===== config.mk =====
export PLATFORM = sky130hd
export DESIGN_NAME = sdram_timing_control
export DESIGN_NICKNAME = d
export VERILOG_FILES = /design/src/include/sdram_timing_pkg.sv /design/src/rtl/gap_counter.sv /design/src/rtl/sdram_timing_control.sv
export SDC_FILE = /design/constraint.sdc
export NUM_CORES = 1
export LEC_CHECK = 0
export ABC_CLOCK_PERIOD_IN_PS = 4850
export BUFFER_PORTS_ARGS = -buffer_cell sky130_fd_sc_hd__buf_2
export CAP_MARGIN = 20
export CORE_MARGIN = 3
export CORE_UTILIZATION = 35
export CTS_CLUSTER_DIAMETER = 80
export CTS_CLUSTER_SIZE = 28
export DETAILED_ROUTE_END_ITERATION = 8
export GPL_TIMING_DRIVEN = 0
export MAX_ROUTING_LAYER = met4
export PLACE_DENSITY_LB_ADDON = 0.15
export SETUP_SLACK_MARGIN = 0.05
export SYNTH_ARGS = -nofsm -noshare
export SYNTH_HDL_FRONTEND = slang
export SYNTH_SLANG_ARGS = --single-unit

===== constraint.sdc =====
create_clock -name clock -period 4.85 [get_ports clock]
set_input_delay 0.485 -clock clock [delete_from_list [all_inputs] [get_ports clock]]
set_output_delay 0.485 -clock clock [all_outputs]
set_load 0.01 [all_outputs]

===== src/include/sdram_timing_pkg.sv =====
// constants, field layout and carrier types for the sdram timing control block
// assumes a 16-bit control register reached over a 32-bit classic wishbone slave
//
// Notes on behaviour
// - area-2 latency code 00/01 gives one cycle, 10 two, 11 three; reset three.
// - area-0 first cycle waits 0,1,2,3,4,6,8,10; code 000 ignores wait pin.
// - area-0 burst beats take 2,2,3,4,4,6,8,10 states; wait pin always honoured (code ignores it at code 000).
// - memory control register clears only on power-on reset, kept otherwise.
// - normal precharge to bank-active gap is 1..4 cycles by precharge field.
// - gap one less after refresh precharge or bank-mode precharge; 2,5,8,11 after self-refresh.
// - read/write command follows bank activation by 1..4 cycles by row-to-col field.
// - after write, next bank-active waits precharge gap plus write recovery 1..3.
// - after auto-refresh, bank-active waits precharge gap plus 2..5 cycles.
// - bank-mode bit 0 selects auto-precharge, 1 keeps banks open.
// - four-bit multiplex field chooses the row/column address split.
// - refresh-enable bit, reset clear, turns sdram refresh on.
// - auto-refresh request during a bus cycle waits until the cycle ends (code raises it regardless of busCycleActive).
// - self-refresh entered after running cycle; requests discarded while in it.

package sdram_timing_pkg;

	localparam logic [3:0] MEM_CTRL_ADDR = 4'h0;
	localparam logic [3:0] WAIT_CTRL_ADDR = 4'h4;
	localparam logic [3:0] STATUS_ADDR = 4'h8;
	localparam logic [15:0] MEM_CTRL_RESET = 16'h0000;
	localparam logic [4:0] WAIT_CTRL_RESET = 5'h1F;
	localparam int PRECHARGE_POS = 14;
	localparam int ROW_COL_POS = 12;
	localparam int WRITE_REC_POS = 10;
	localparam int REFRESH_ACT_POS = 8;
	localparam int BANK_MODE_POS = 7;
	localparam int ADDR_SPLIT_POS = 3;
	localparam int REFRESH_ON_POS = 2;
	localparam int REFRESH_KIND_POS = 1;
	localparam logic [15:0] MEM_CTRL_WRITABLE = 16'hFFFE;
	localparam logic [3:0] SPLIT_A9_16 = 4'h4;
	localparam logic [3:0] SPLIT_A10_16 = 4'h5;
	localparam logic [3:0] SPLIT_A9_32 = 4'h7;
	localparam logic [3:0] SPLIT_A10_4B = 4'hD;
	localparam logic [3:0] SPLIT_A11_4B = 4'hE;
	localparam logic [3:0] SELF_EXIT_BASE = 4'h2;
	localparam logic [3:0] SELF_EXIT_STEP = 4'h3;
	localparam logic [3:0] REFRESH_ACT_BASE = 4'h2;

	typedef struct packed {
		logic [1:0] prechargeGap;
		logic [1:0] rowToColDelay;
		logic [1:0] writeRecovery;
		logic [1:0] refreshActiveGap;
		logic bankOpenMode;
		logic [3:0] addrSplit;
		logic refreshOn;
		logic refreshKind;
		logic spare;
	} mem_ctrl_t;

	typedef struct packed {
		logic [3:0] casLatency;
		logic [3:0] area0FirstWaits;
		logic area0WaitPinUsed;
		logic [3:0] area0BurstStates;
	} wait_timing_t;

	typedef enum logic [2:0] {
		GAP_NORMAL,
		GAP_REFRESH_PRE,
		GAP_BANK_PRE,
		GAP_WRITE,
		GAP_AUTO_REFRESH,
		GAP_SELF_EXIT
	} gap_kind_t;

endpackage


===== src/rtl/gap_counter.sv =====
// countdown holding off a memory command for a loaded number of cycles
// assumes load and a nonzero count come from the same clock domain
`timescale 1ns/10ps
`default_nettype none

module gap_counter
	import sdram_timing_pkg::*;
#(
	parameter int WIDTH = 4
)
(
	input wire logic clock, // bus clock
	input wire logic srst, // synchronous reset
	input wire logic load, // start a new gap
	input wire logic [WIDTH-1:0] count, // cycles to hold off
	output logic busy // gap still running
);

	logic [WIDTH-1:0] remain;
	logic [WIDTH-1:0] next_remain;

	always_comb
	begin
		next_remain = remain;
		if (load)
			next_remain = count;
		else if (remain != '0)
			next_remain = remain - WIDTH'(1);
	end

	always_ff @(posedge clock)
	begin
		if (srst)
			remain <= '0;
		else
			remain <= next_remain;
	end

	assign busy = (remain != '0);

endmodule // gap_counter

`default_nettype wire


===== src/rtl/sdram_timing_control.sv =====
// sdram timing control: memory control register, area waits, command gaps, refresh
// assumes a classic wishbone master on the same clock; cycle events from the sdram sequencer
`timescale 1ns/10ps
`default_nettype none

module sdram_timing_control
	import sdram_timing_pkg::*;
(
	input wire logic clock, // 250 MHz bus clock
	input wire logic srst, // power-on reset only
	input wire logic [3:0] wb_adr_i, // byte address
	input wire logic [31:0] wb_dat_i, // write data
	output logic [31:0] wb_dat_o, // read data
	input wire logic wb_we_i, // write enable
	input wire logic [3:0] wb_sel_i, // byte lanes
	input wire logic wb_cyc_i, // cycle
	input wire logic wb_stb_i, // strobe
	output logic wb_ack_o, // acknowledge
	output logic wb_err_o, // unmapped address
	input wire logic area2IsSdram, // area 2 holds sdram
	input wire logic waitPin, // external wait pin, asynchronous
	input wire logic prechargeDone, // precharge issued
	input wire logic prechargeAll, // precharge was an all-bank refresh precharge
	input wire logic writeEnd, // write cycle ended
	input wire logic autoRefreshCmd, // auto-refresh issued
	input wire logic selfRefreshExit, // memory left self-refresh
	input wire logic bankActivated, // bank-active issued
	input wire logic busCycleActive, // external bus cycle running
	input wire logic refreshTick, // periodic refresh request
	output logic activateAllowed, // bank-active may issue
	output logic rwAllowed, // read/write may issue after activation
	output logic refreshRequest, // pending auto-refresh
	output logic selfRefreshEnter, // enter self-refresh
	output logic inSelfRefresh, // memory in self-refresh
	output logic autoPrecharge, // auto-precharge operation
	output logic [3:0] rowStartSel, // row/column split code
	output logic [3:0] casLatency, // area-2 cas latency
	output logic [3:0] area0FirstWaits, // area-0 first cycle waits
	output logic area0WaitHonoured, // wait pin honoured now
	output logic [3:0] area0BurstStates // states per burst beat
);

	mem_ctrl_t memCtrl;
	mem_ctrl_t next_memCtrl;
	logic [4:0] waitCtrl;
	logic [4:0] next_waitCtrl;
	logic ack;
	logic next_ack;
	logic err;
	logic next_err;
	logic [31:0] rdata;
	logic [31:0] next_rdata;
	logic waitMeta;
	logic waitSync;
	logic pendRefresh;
	logic next_pendRefresh;
	logic selfState;
	logic next_selfState;
	logic selfEnter;
	logic next_selfEnter;
	wait_timing_t timing;
	wait_timing_t next_timing;
	logic actOk;
	logic rwOk;
	logic [3:0] gapCount;
	logic gapLoad;
	logic gapBusy;
	logic rcdBusy;
	logic [3:0] prechargeNormal;

	wire logic access = wb_cyc_i && wb_stb_i && !ack && !err;
	wire logic mapped = (wb_adr_i == MEM_CTRL_ADDR) || (wb_adr_i == WAIT_CTRL_ADDR)
		|| (wb_adr_i == STATUS_ADDR);

	// register bus: one-cycle answer, reserved bit forced low
	always_comb
	begin
		next_memCtrl = memCtrl;
		next_waitCtrl = waitCtrl;
		next_ack = 1'b0;
		next_err = 1'b0;
		next_rdata = rdata;
		if (access)
		begin
			next_ack = mapped;
			next_err = !mapped;
			next_rdata = 32'h00000000;
			if (wb_we_i && wb_adr_i == MEM_CTRL_ADDR)
			begin
				if (wb_sel_i[0])
					next_memCtrl[7:0] = wb_dat_i[7:0] & MEM_CTRL_WRITABLE[7:0];
				if (wb_sel_i[1])
					next_memCtrl[15:8] = wb_dat_i[15:8];
			end
			if (wb_we_i && wb_adr_i == WAIT_CTRL_ADDR && wb_sel_i[0])
				next_waitCtrl = wb_dat_i[4:0];
			if (!wb_we_i)
			begin
				case (wb_adr_i)
					MEM_CTRL_ADDR: next_rdata = {16'h0000, memCtrl & MEM_CTRL_WRITABLE};
					WAIT_CTRL_ADDR: next_rdata = {27'h0000000, waitCtrl};
					STATUS_ADDR: next_rdata = {28'h0000000, selfState, pendRefresh, gapBusy, rcdBusy};
					default: next_rdata = 32'h00000000;
				endcase
			end
		end
	end

	// only power-on reset reaches here; no manual or standby clear
	always_ff @(posedge clock)
	begin
		if (srst)
		begin
			memCtrl <= MEM_CTRL_RESET;
			waitCtrl <= WAIT_CTRL_RESET;
			ack <= 1'b0;
			err <= 1'b0;
			rdata <= 32'h00000000;
		end
		else
		begin
			memCtrl <= next_memCtrl;
			waitCtrl <= next_waitCtrl;
			ack <= next_ack;
			err <= next_err;
			rdata <= next_rdata;
		end
	end

	// wait pin crosses in from outside the clock domain
	always_ff @(posedge clock)
	begin
		if (srst)
		begin
			waitMeta <= 1'b0;
			waitSync <= 1'b0;
		end
		else
		begin
			waitMeta <= waitPin;
			waitSync <= waitMeta;
		end
	end

	// area wait decode
	always_comb
	begin
		next_timing.casLatency = 4'h3;
		case (waitCtrl[4:3])
			2'b00: next_timing.casLatency = 4'h1;
			2'b01: next_timing.casLatency = 4'h1;
			2'b10: next_timing.casLatency = 4'h2;
			2'b11: next_timing.casLatency = 4'h3;
			default: next_timing.casLatency = 4'h3;
		endcase
		if (!area2IsSdram)
			next_timing.casLatency = 4'h0;
		case (waitCtrl[2:0])
			3'b000: {next_timing.area0FirstWaits, next_timing.area0BurstStates} = {4'h0, 4'h2};
			3'b001: {next_timing.area0FirstWaits, next_timing.area0BurstStates} = {4'h1, 4'h2};
			3'b010: {next_timing.area0FirstWaits, next_timing.area0BurstStates} = {4'h2, 4'h3};
			3'b011: {next_timing.area0FirstWaits, next_timing.area0BurstStates} = {4'h3, 4'h4};
			3'b100: {next_timing.area0FirstWaits, next_timing.area0BurstStates} = {4'h4, 4'h4};
			3'b101: {next_timing.area0FirstWaits, next_timing.area0BurstStates} = {4'h6, 4'h6};
			3'b110: {next_timing.area0FirstWaits, next_timing.area0BurstStates} = {4'h8, 4'h8};
			default: {next_timing.area0FirstWaits, next_timing.area0BurstStates} = {4'hA, 4'hA};
		endcase
		// one flag for first cycle and burst beats; pin honoured only when code nonzero
		next_timing.area0WaitPinUsed = waitSync && (waitCtrl[2:0] != 3'b000);
	end

	always_ff @(posedge clock)
	begin
		if (srst)
			timing <= '0;
		else
			timing <= next_timing;
	end

	// command gap selection
	always_comb
	begin
		prechargeNormal = {2'b00, memCtrl.prechargeGap} + 4'h1;
		gapLoad = 1'b1;
		gapCount = prechargeNormal;
		if (selfRefreshExit)
			gapCount = SELF_EXIT_BASE + SELF_EXIT_STEP * {2'b00, memCtrl.prechargeGap};
		else if (autoRefreshCmd)
			gapCount = prechargeNormal + REFRESH_ACT_BASE + {2'b00, memCtrl.refreshActiveGap};
		else if (writeEnd)
			gapCount = prechargeNormal + {2'b00, memCtrl.writeRecovery} + 4'h1;
		else if (prechargeDone && (prechargeAll || memCtrl.bankOpenMode))
			gapCount = {2'b00, memCtrl.prechargeGap};
		else if (prechargeDone)
			gapCount = prechargeNormal;
		else
			gapLoad = 1'b0;
	end

	// the event cycle is the first held-off cycle, so the counter runs n-1 more
	gap_counter #(.WIDTH(4)) actGap (
		.clock(clock),
		.srst(srst),
		.load(gapLoad && gapCount != 4'h0),
		.count(gapCount - 4'h1),
		.busy(gapBusy)
	);

	gap_counter #(.WIDTH(4)) rcdGap (
		.clock(clock),
		.srst(srst),
		.load(bankActivated),
		.count({2'b00, memCtrl.rowToColDelay}),
		.busy(rcdBusy)
	);

	// refresh handling
	always_comb
	begin
		next_pendRefresh = pendRefresh;
		next_selfState = selfState;
		next_selfEnter = 1'b0;
		if (!memCtrl.refreshOn)
		begin
			next_pendRefresh = 1'b0;
			next_selfState = 1'b0;
		end
		else if (memCtrl.refreshKind)
		begin
			next_pendRefresh = 1'b0;
			if (!selfState && !busCycleActive)
			begin
				next_selfState = 1'b1;
				next_selfEnter = 1'b1;
			end
		end
		else
		begin
			next_selfState = 1'b0;
			// set wins over the clear of a served refresh
			if (refreshTick)
				next_pendRefresh = 1'b1;
			else if (autoRefreshCmd)
				next_pendRefresh = 1'b0;
		end
	end

	always_ff @(posedge clock)
	begin
		if (srst)
		begin
			pendRefresh <= 1'b0;
			selfState <= 1'b0;
			selfEnter <= 1'b0;
			actOk <= 1'b0;
			rwOk <= 1'b0;
		end
		else
		begin
			pendRefresh <= next_pendRefresh;
			selfState <= next_selfState;
			selfEnter <= next_selfEnter;
			actOk <= !gapBusy && !(gapLoad && gapCount != 4'h0);
			rwOk <= !rcdBusy && !bankActivated;
		end
	end

	assign wb_dat_o = rdata;
	assign wb_ack_o = ack;
	assign wb_err_o = err;
	assign activateAllowed = actOk;
	assign rwAllowed = rwOk;
	// request raised as soon as pending, whether or not a bus cycle runs
	assign refreshRequest = pendRefresh;
	assign selfRefreshEnter = selfEnter;
	assign inSelfRefresh = selfState;
	assign autoPrecharge = !memCtrl.bankOpenMode;
	assign rowStartSel = memCtrl.addrSplit;
	assign casLatency = timing.casLatency;
	assign area0FirstWaits = timing.area0FirstWaits;
	assign area0WaitHonoured = timing.area0WaitPinUsed;
	assign area0BurstStates = timing.area0BurstStates;

endmodule // sdram_timing_control

`default_nettype wire


==> results.txt <==
final setup fails: 0
Synth Register Bits: 64
initial antenna violation count: 0
Hold Startpoint: busCycleActive
async set-reset flop share out of synthesis: 0%
maximum vdd drop: 0.000134 V
# IOs: 112
gp weighted congestion: 0.755
Flop pwr share: 43.3%
Commonest cells post-synth: dfxtp_1, nor2_1, buf_4
maximum clock insertion buffer count: 2
Max Slew Vio Count: 0
adder-cell share of the synthesized area: 5.28%
Post-Syn Area per Cell: 9.40 µm²
Residual DRC: 0
Critical Path End Type: register
area grow syn2layout: 25.2%
Synth area leaders: dfxtp_1, mux2i_1, nor2_1
ant diodes: 0
Post-DP HPWL: 5.81 mm
Synth Area in Compound Gates: 16.3%
IO Port Bufs: 71
Detail Route Antenna Nets: 0
pwr/cell area: 329 mW/mm²
Most used DFF post-synth: dfxtp_1
Worst-Margin Slew: 690 ps
Synth Cell Area: 0.00313 mm²
RSZ-0062 raised after global routing: no
Endpoint, Worst Hold: selfRefreshEnter$_SDFF_PP0_
grt ovf: 0
Setup crit start kind: register
HP Class: in -> reg
P_leak: 1.81 nW
Final Non-Filler Cells: 541
worst-path fanout max: 8
part of the power in the clock network: 41.9%
layout cells sized above 1: 29.8%
Pint: 970 µW
R2R depth: 14
flop-to-flop setup slack: 1000 ps
setup repair bufs after CTS: 0
Comb pwr share: 14.9%
largest net degree at the start of global routing: 11
vias in the first global route: 2514
Switching Share: 24.7%
count of cell types in the netlist: 59
Post-Route WL: 7.64 mm
largest family of logic cells by synthesized area: simple AND/OR/NAND/NOR gates
Die H: 101 µm
first-pass GRT wire length: 12.4 mm
# Max-Cap Violations: 0
EDFF count, synth: 0
kind of critical path: reg -> reg
Crit path arrival time: 4110 ps
Critical Path RT: 5110 ps
Post-Synth XOR/XNOR Area: 0.839%
Final min period: 3850 ps
Mapped Cells: 333
cell taking the most area after synthesis: dfxtp_1
register area share after synthesis: 40.9%
status: finished clean
Worst R2R End: actGap.remain[2]$_SDFFE_PP0N_
Initial Util: 37.0%
vias per cell: 4.91
final hold vios: 0
f_max: 0.260 GHz
latest clock arrival within the worst-skew pair: 340 ps
top-count cell post-synth: dfxtp_1
Detailed Routing Iterations Pass 1: 4
total track usage: 16.1%
Slew headroom: 53.6%
post-CTS sizing: 0
Nets: 499
top-area cell type share of the netlist area: 40.9%
area of the die: 0.0101 mm²
H-Tree Depth: 3
CTS tree: built
Die W: 101 µm
CORE AREA: 0.00846 mm²
Fin Clk Skew: 11.1 ps
Setup TNS: 0 ps
Hold-fix buffers, CTS: 0
Synth Area in Simple Gates: 20.9%
clk sink count: 64
reg2reg start: memCtrl[14]$_SDFFE_PP0P_
post-DR wirelength/cell: 14.1 µm
DR iter-0 viols: 103
post-synthesis mux area share: 6.12%
routed via count: 2658
Ys Warns: 0
Hold Crit Depth: 2
Clock Pin Slew Worst Setup and Hold Paths: 70 ps
clock root cell: clkbuf_8
num rows: 33
final period utilization: 79.4%
clock buffer count from CTS: 9
dpl cells: 526
switching pwr: 319 µW
[layout by cell type (no fill, tap or decap), types with 9 or more instances in the layout]
| cell type | n |
|---|---|
| buf_2 | 74 |
| conb_1 | 18 |
| nor2_1 | 47 |
| clkbuf_1 | 9 |
| a22oi_1 | 17 |
| nor2b_1 | 13 |
| inv_1 | 11 |
| mux2i_1 | 18 |
| nand2_1 | 14 |
| dfxtp_1 | 64 |
| ha_1 | 10 |
| buf_4 | 22 |
| a21oi_1 | 12 |
| clkbuf_8 | 14 |
| nor3_1 | 11 |
[sequential cells by signal, indices dropped and copies added, names as in the netlist, 2 cells and up]
register          count
waitCtrl              5
casLatency            2
wb_dat_o             16
area0BurstStates      4
memCtrl              11
area0FirstWaits       4
rowStartSel           4
rcdGap.remain         4
actGap.remain         4
[layer usage]
metal	vias up	part of all wire, %	GRT usage, %
met5	-	0	-
li1	1341	-	-
met1	1218	46	21.3
met2	87	45	24.4
met3	12	6.8	2.91
met4	0	1.5	6.53
[worst max-delay path by stage]
stage	start	endpoint	slack [ps]	depth (start not counted)
after floorplan	memCtrl[14]$_SDFFE_PP0P_	actGap.remain[2]$_SDFFE_PP0N_	1390	14
after global placement	memCtrl[14]$_SDFFE_PP0P_	actGap.remain[2]$_SDFFE_PP0N_	1060	14
after detailed placement	memCtrl[14]$_SDFFE_PP0P_	actGap.remain[2]$_SDFFE_PP0N_	1050	14
after CTS	memCtrl[14]$_SDFFE_PP0P_	actGap.remain[2]$_SDFFE_PP0N_	1000	14
after global routing	memCtrl[14]$_SDFFE_PP0P_	actGap.remain[2]$_SDFFE_PP0N_	630	14
final	memCtrl[14]$_SDFFE_PP0P_	actGap.remain[2]$_SDFFE_PP0N_	1000	14
[final cells by class]
cell class / instances / area [µm²]
clock inverter: 2 / 60.1
multi-input combinational: 236 / 1610
inverter: 11 / 41.3
clock buffer: 13 / 179
buffer: 39 / 258
fill: 845 / 4540
sequential: 64 / 1280
tap: 105 / 131
timing repair buffer: 71 / 355
[worst max-delay path, stage by stage (launching register included)]
cell and delay [ps]:
dfxtp_1 500, inv_1 110, ha_1 420, xnor2_1 160
ha_1 210, fa_1 450, a221oi_2 390, o21ai_1 160
o31ai_1 370, a22oi_1 150, ha_1 260, inv_1 80
nand2_1 50, mux2_1 300, a31oi_1 170
[cell families after synthesis]
| logic type | Yosys count |
|---|---|
| DFF | 64 |
| adders and majority gates | 12 |
| other | 1 |
| and+or+nand+nor | 118 |
| AOI/OAI and AO/OA | 66 |
| muxes | 19 |
| buffers and inverters | 50 |
| xor gates and xnor gates | 3 |
[stage by stage]
stage          power [mW]  util, %  hold WS [ps]  setup WS [ps]  cell area, µm²
6_report             1.29     46.3           325           1000            3920
3_3_place_gp        0.759     43.5           418           1060            3680
4_1_cts              1.30     46.3           304           1000            3920
3_5_place_dp        0.763     43.5           430           1050            3680
5_1_grt              1.35     46.3           314            633            3920
2_1_floorplan       0.708        -           414           1390            3190
[power groups by stage]
stage / Combinational (mW) / Sequential (mW) / Clock (mW)
6_report: 0.192 / 0.558 / 0.540
4_1_cts: 0.195 / 0.557 / 0.550
3_3_place_gp: 0.190 / 0.569 / 0
3_5_place_dp: 0.194 / 0.569 / 0
2_1_floorplan: 0.139 / 0.570 / 0
5_1_grt: 0.218 / 0.560 / 0.576
Note: power is estimated with default switching activity, not from simulation.
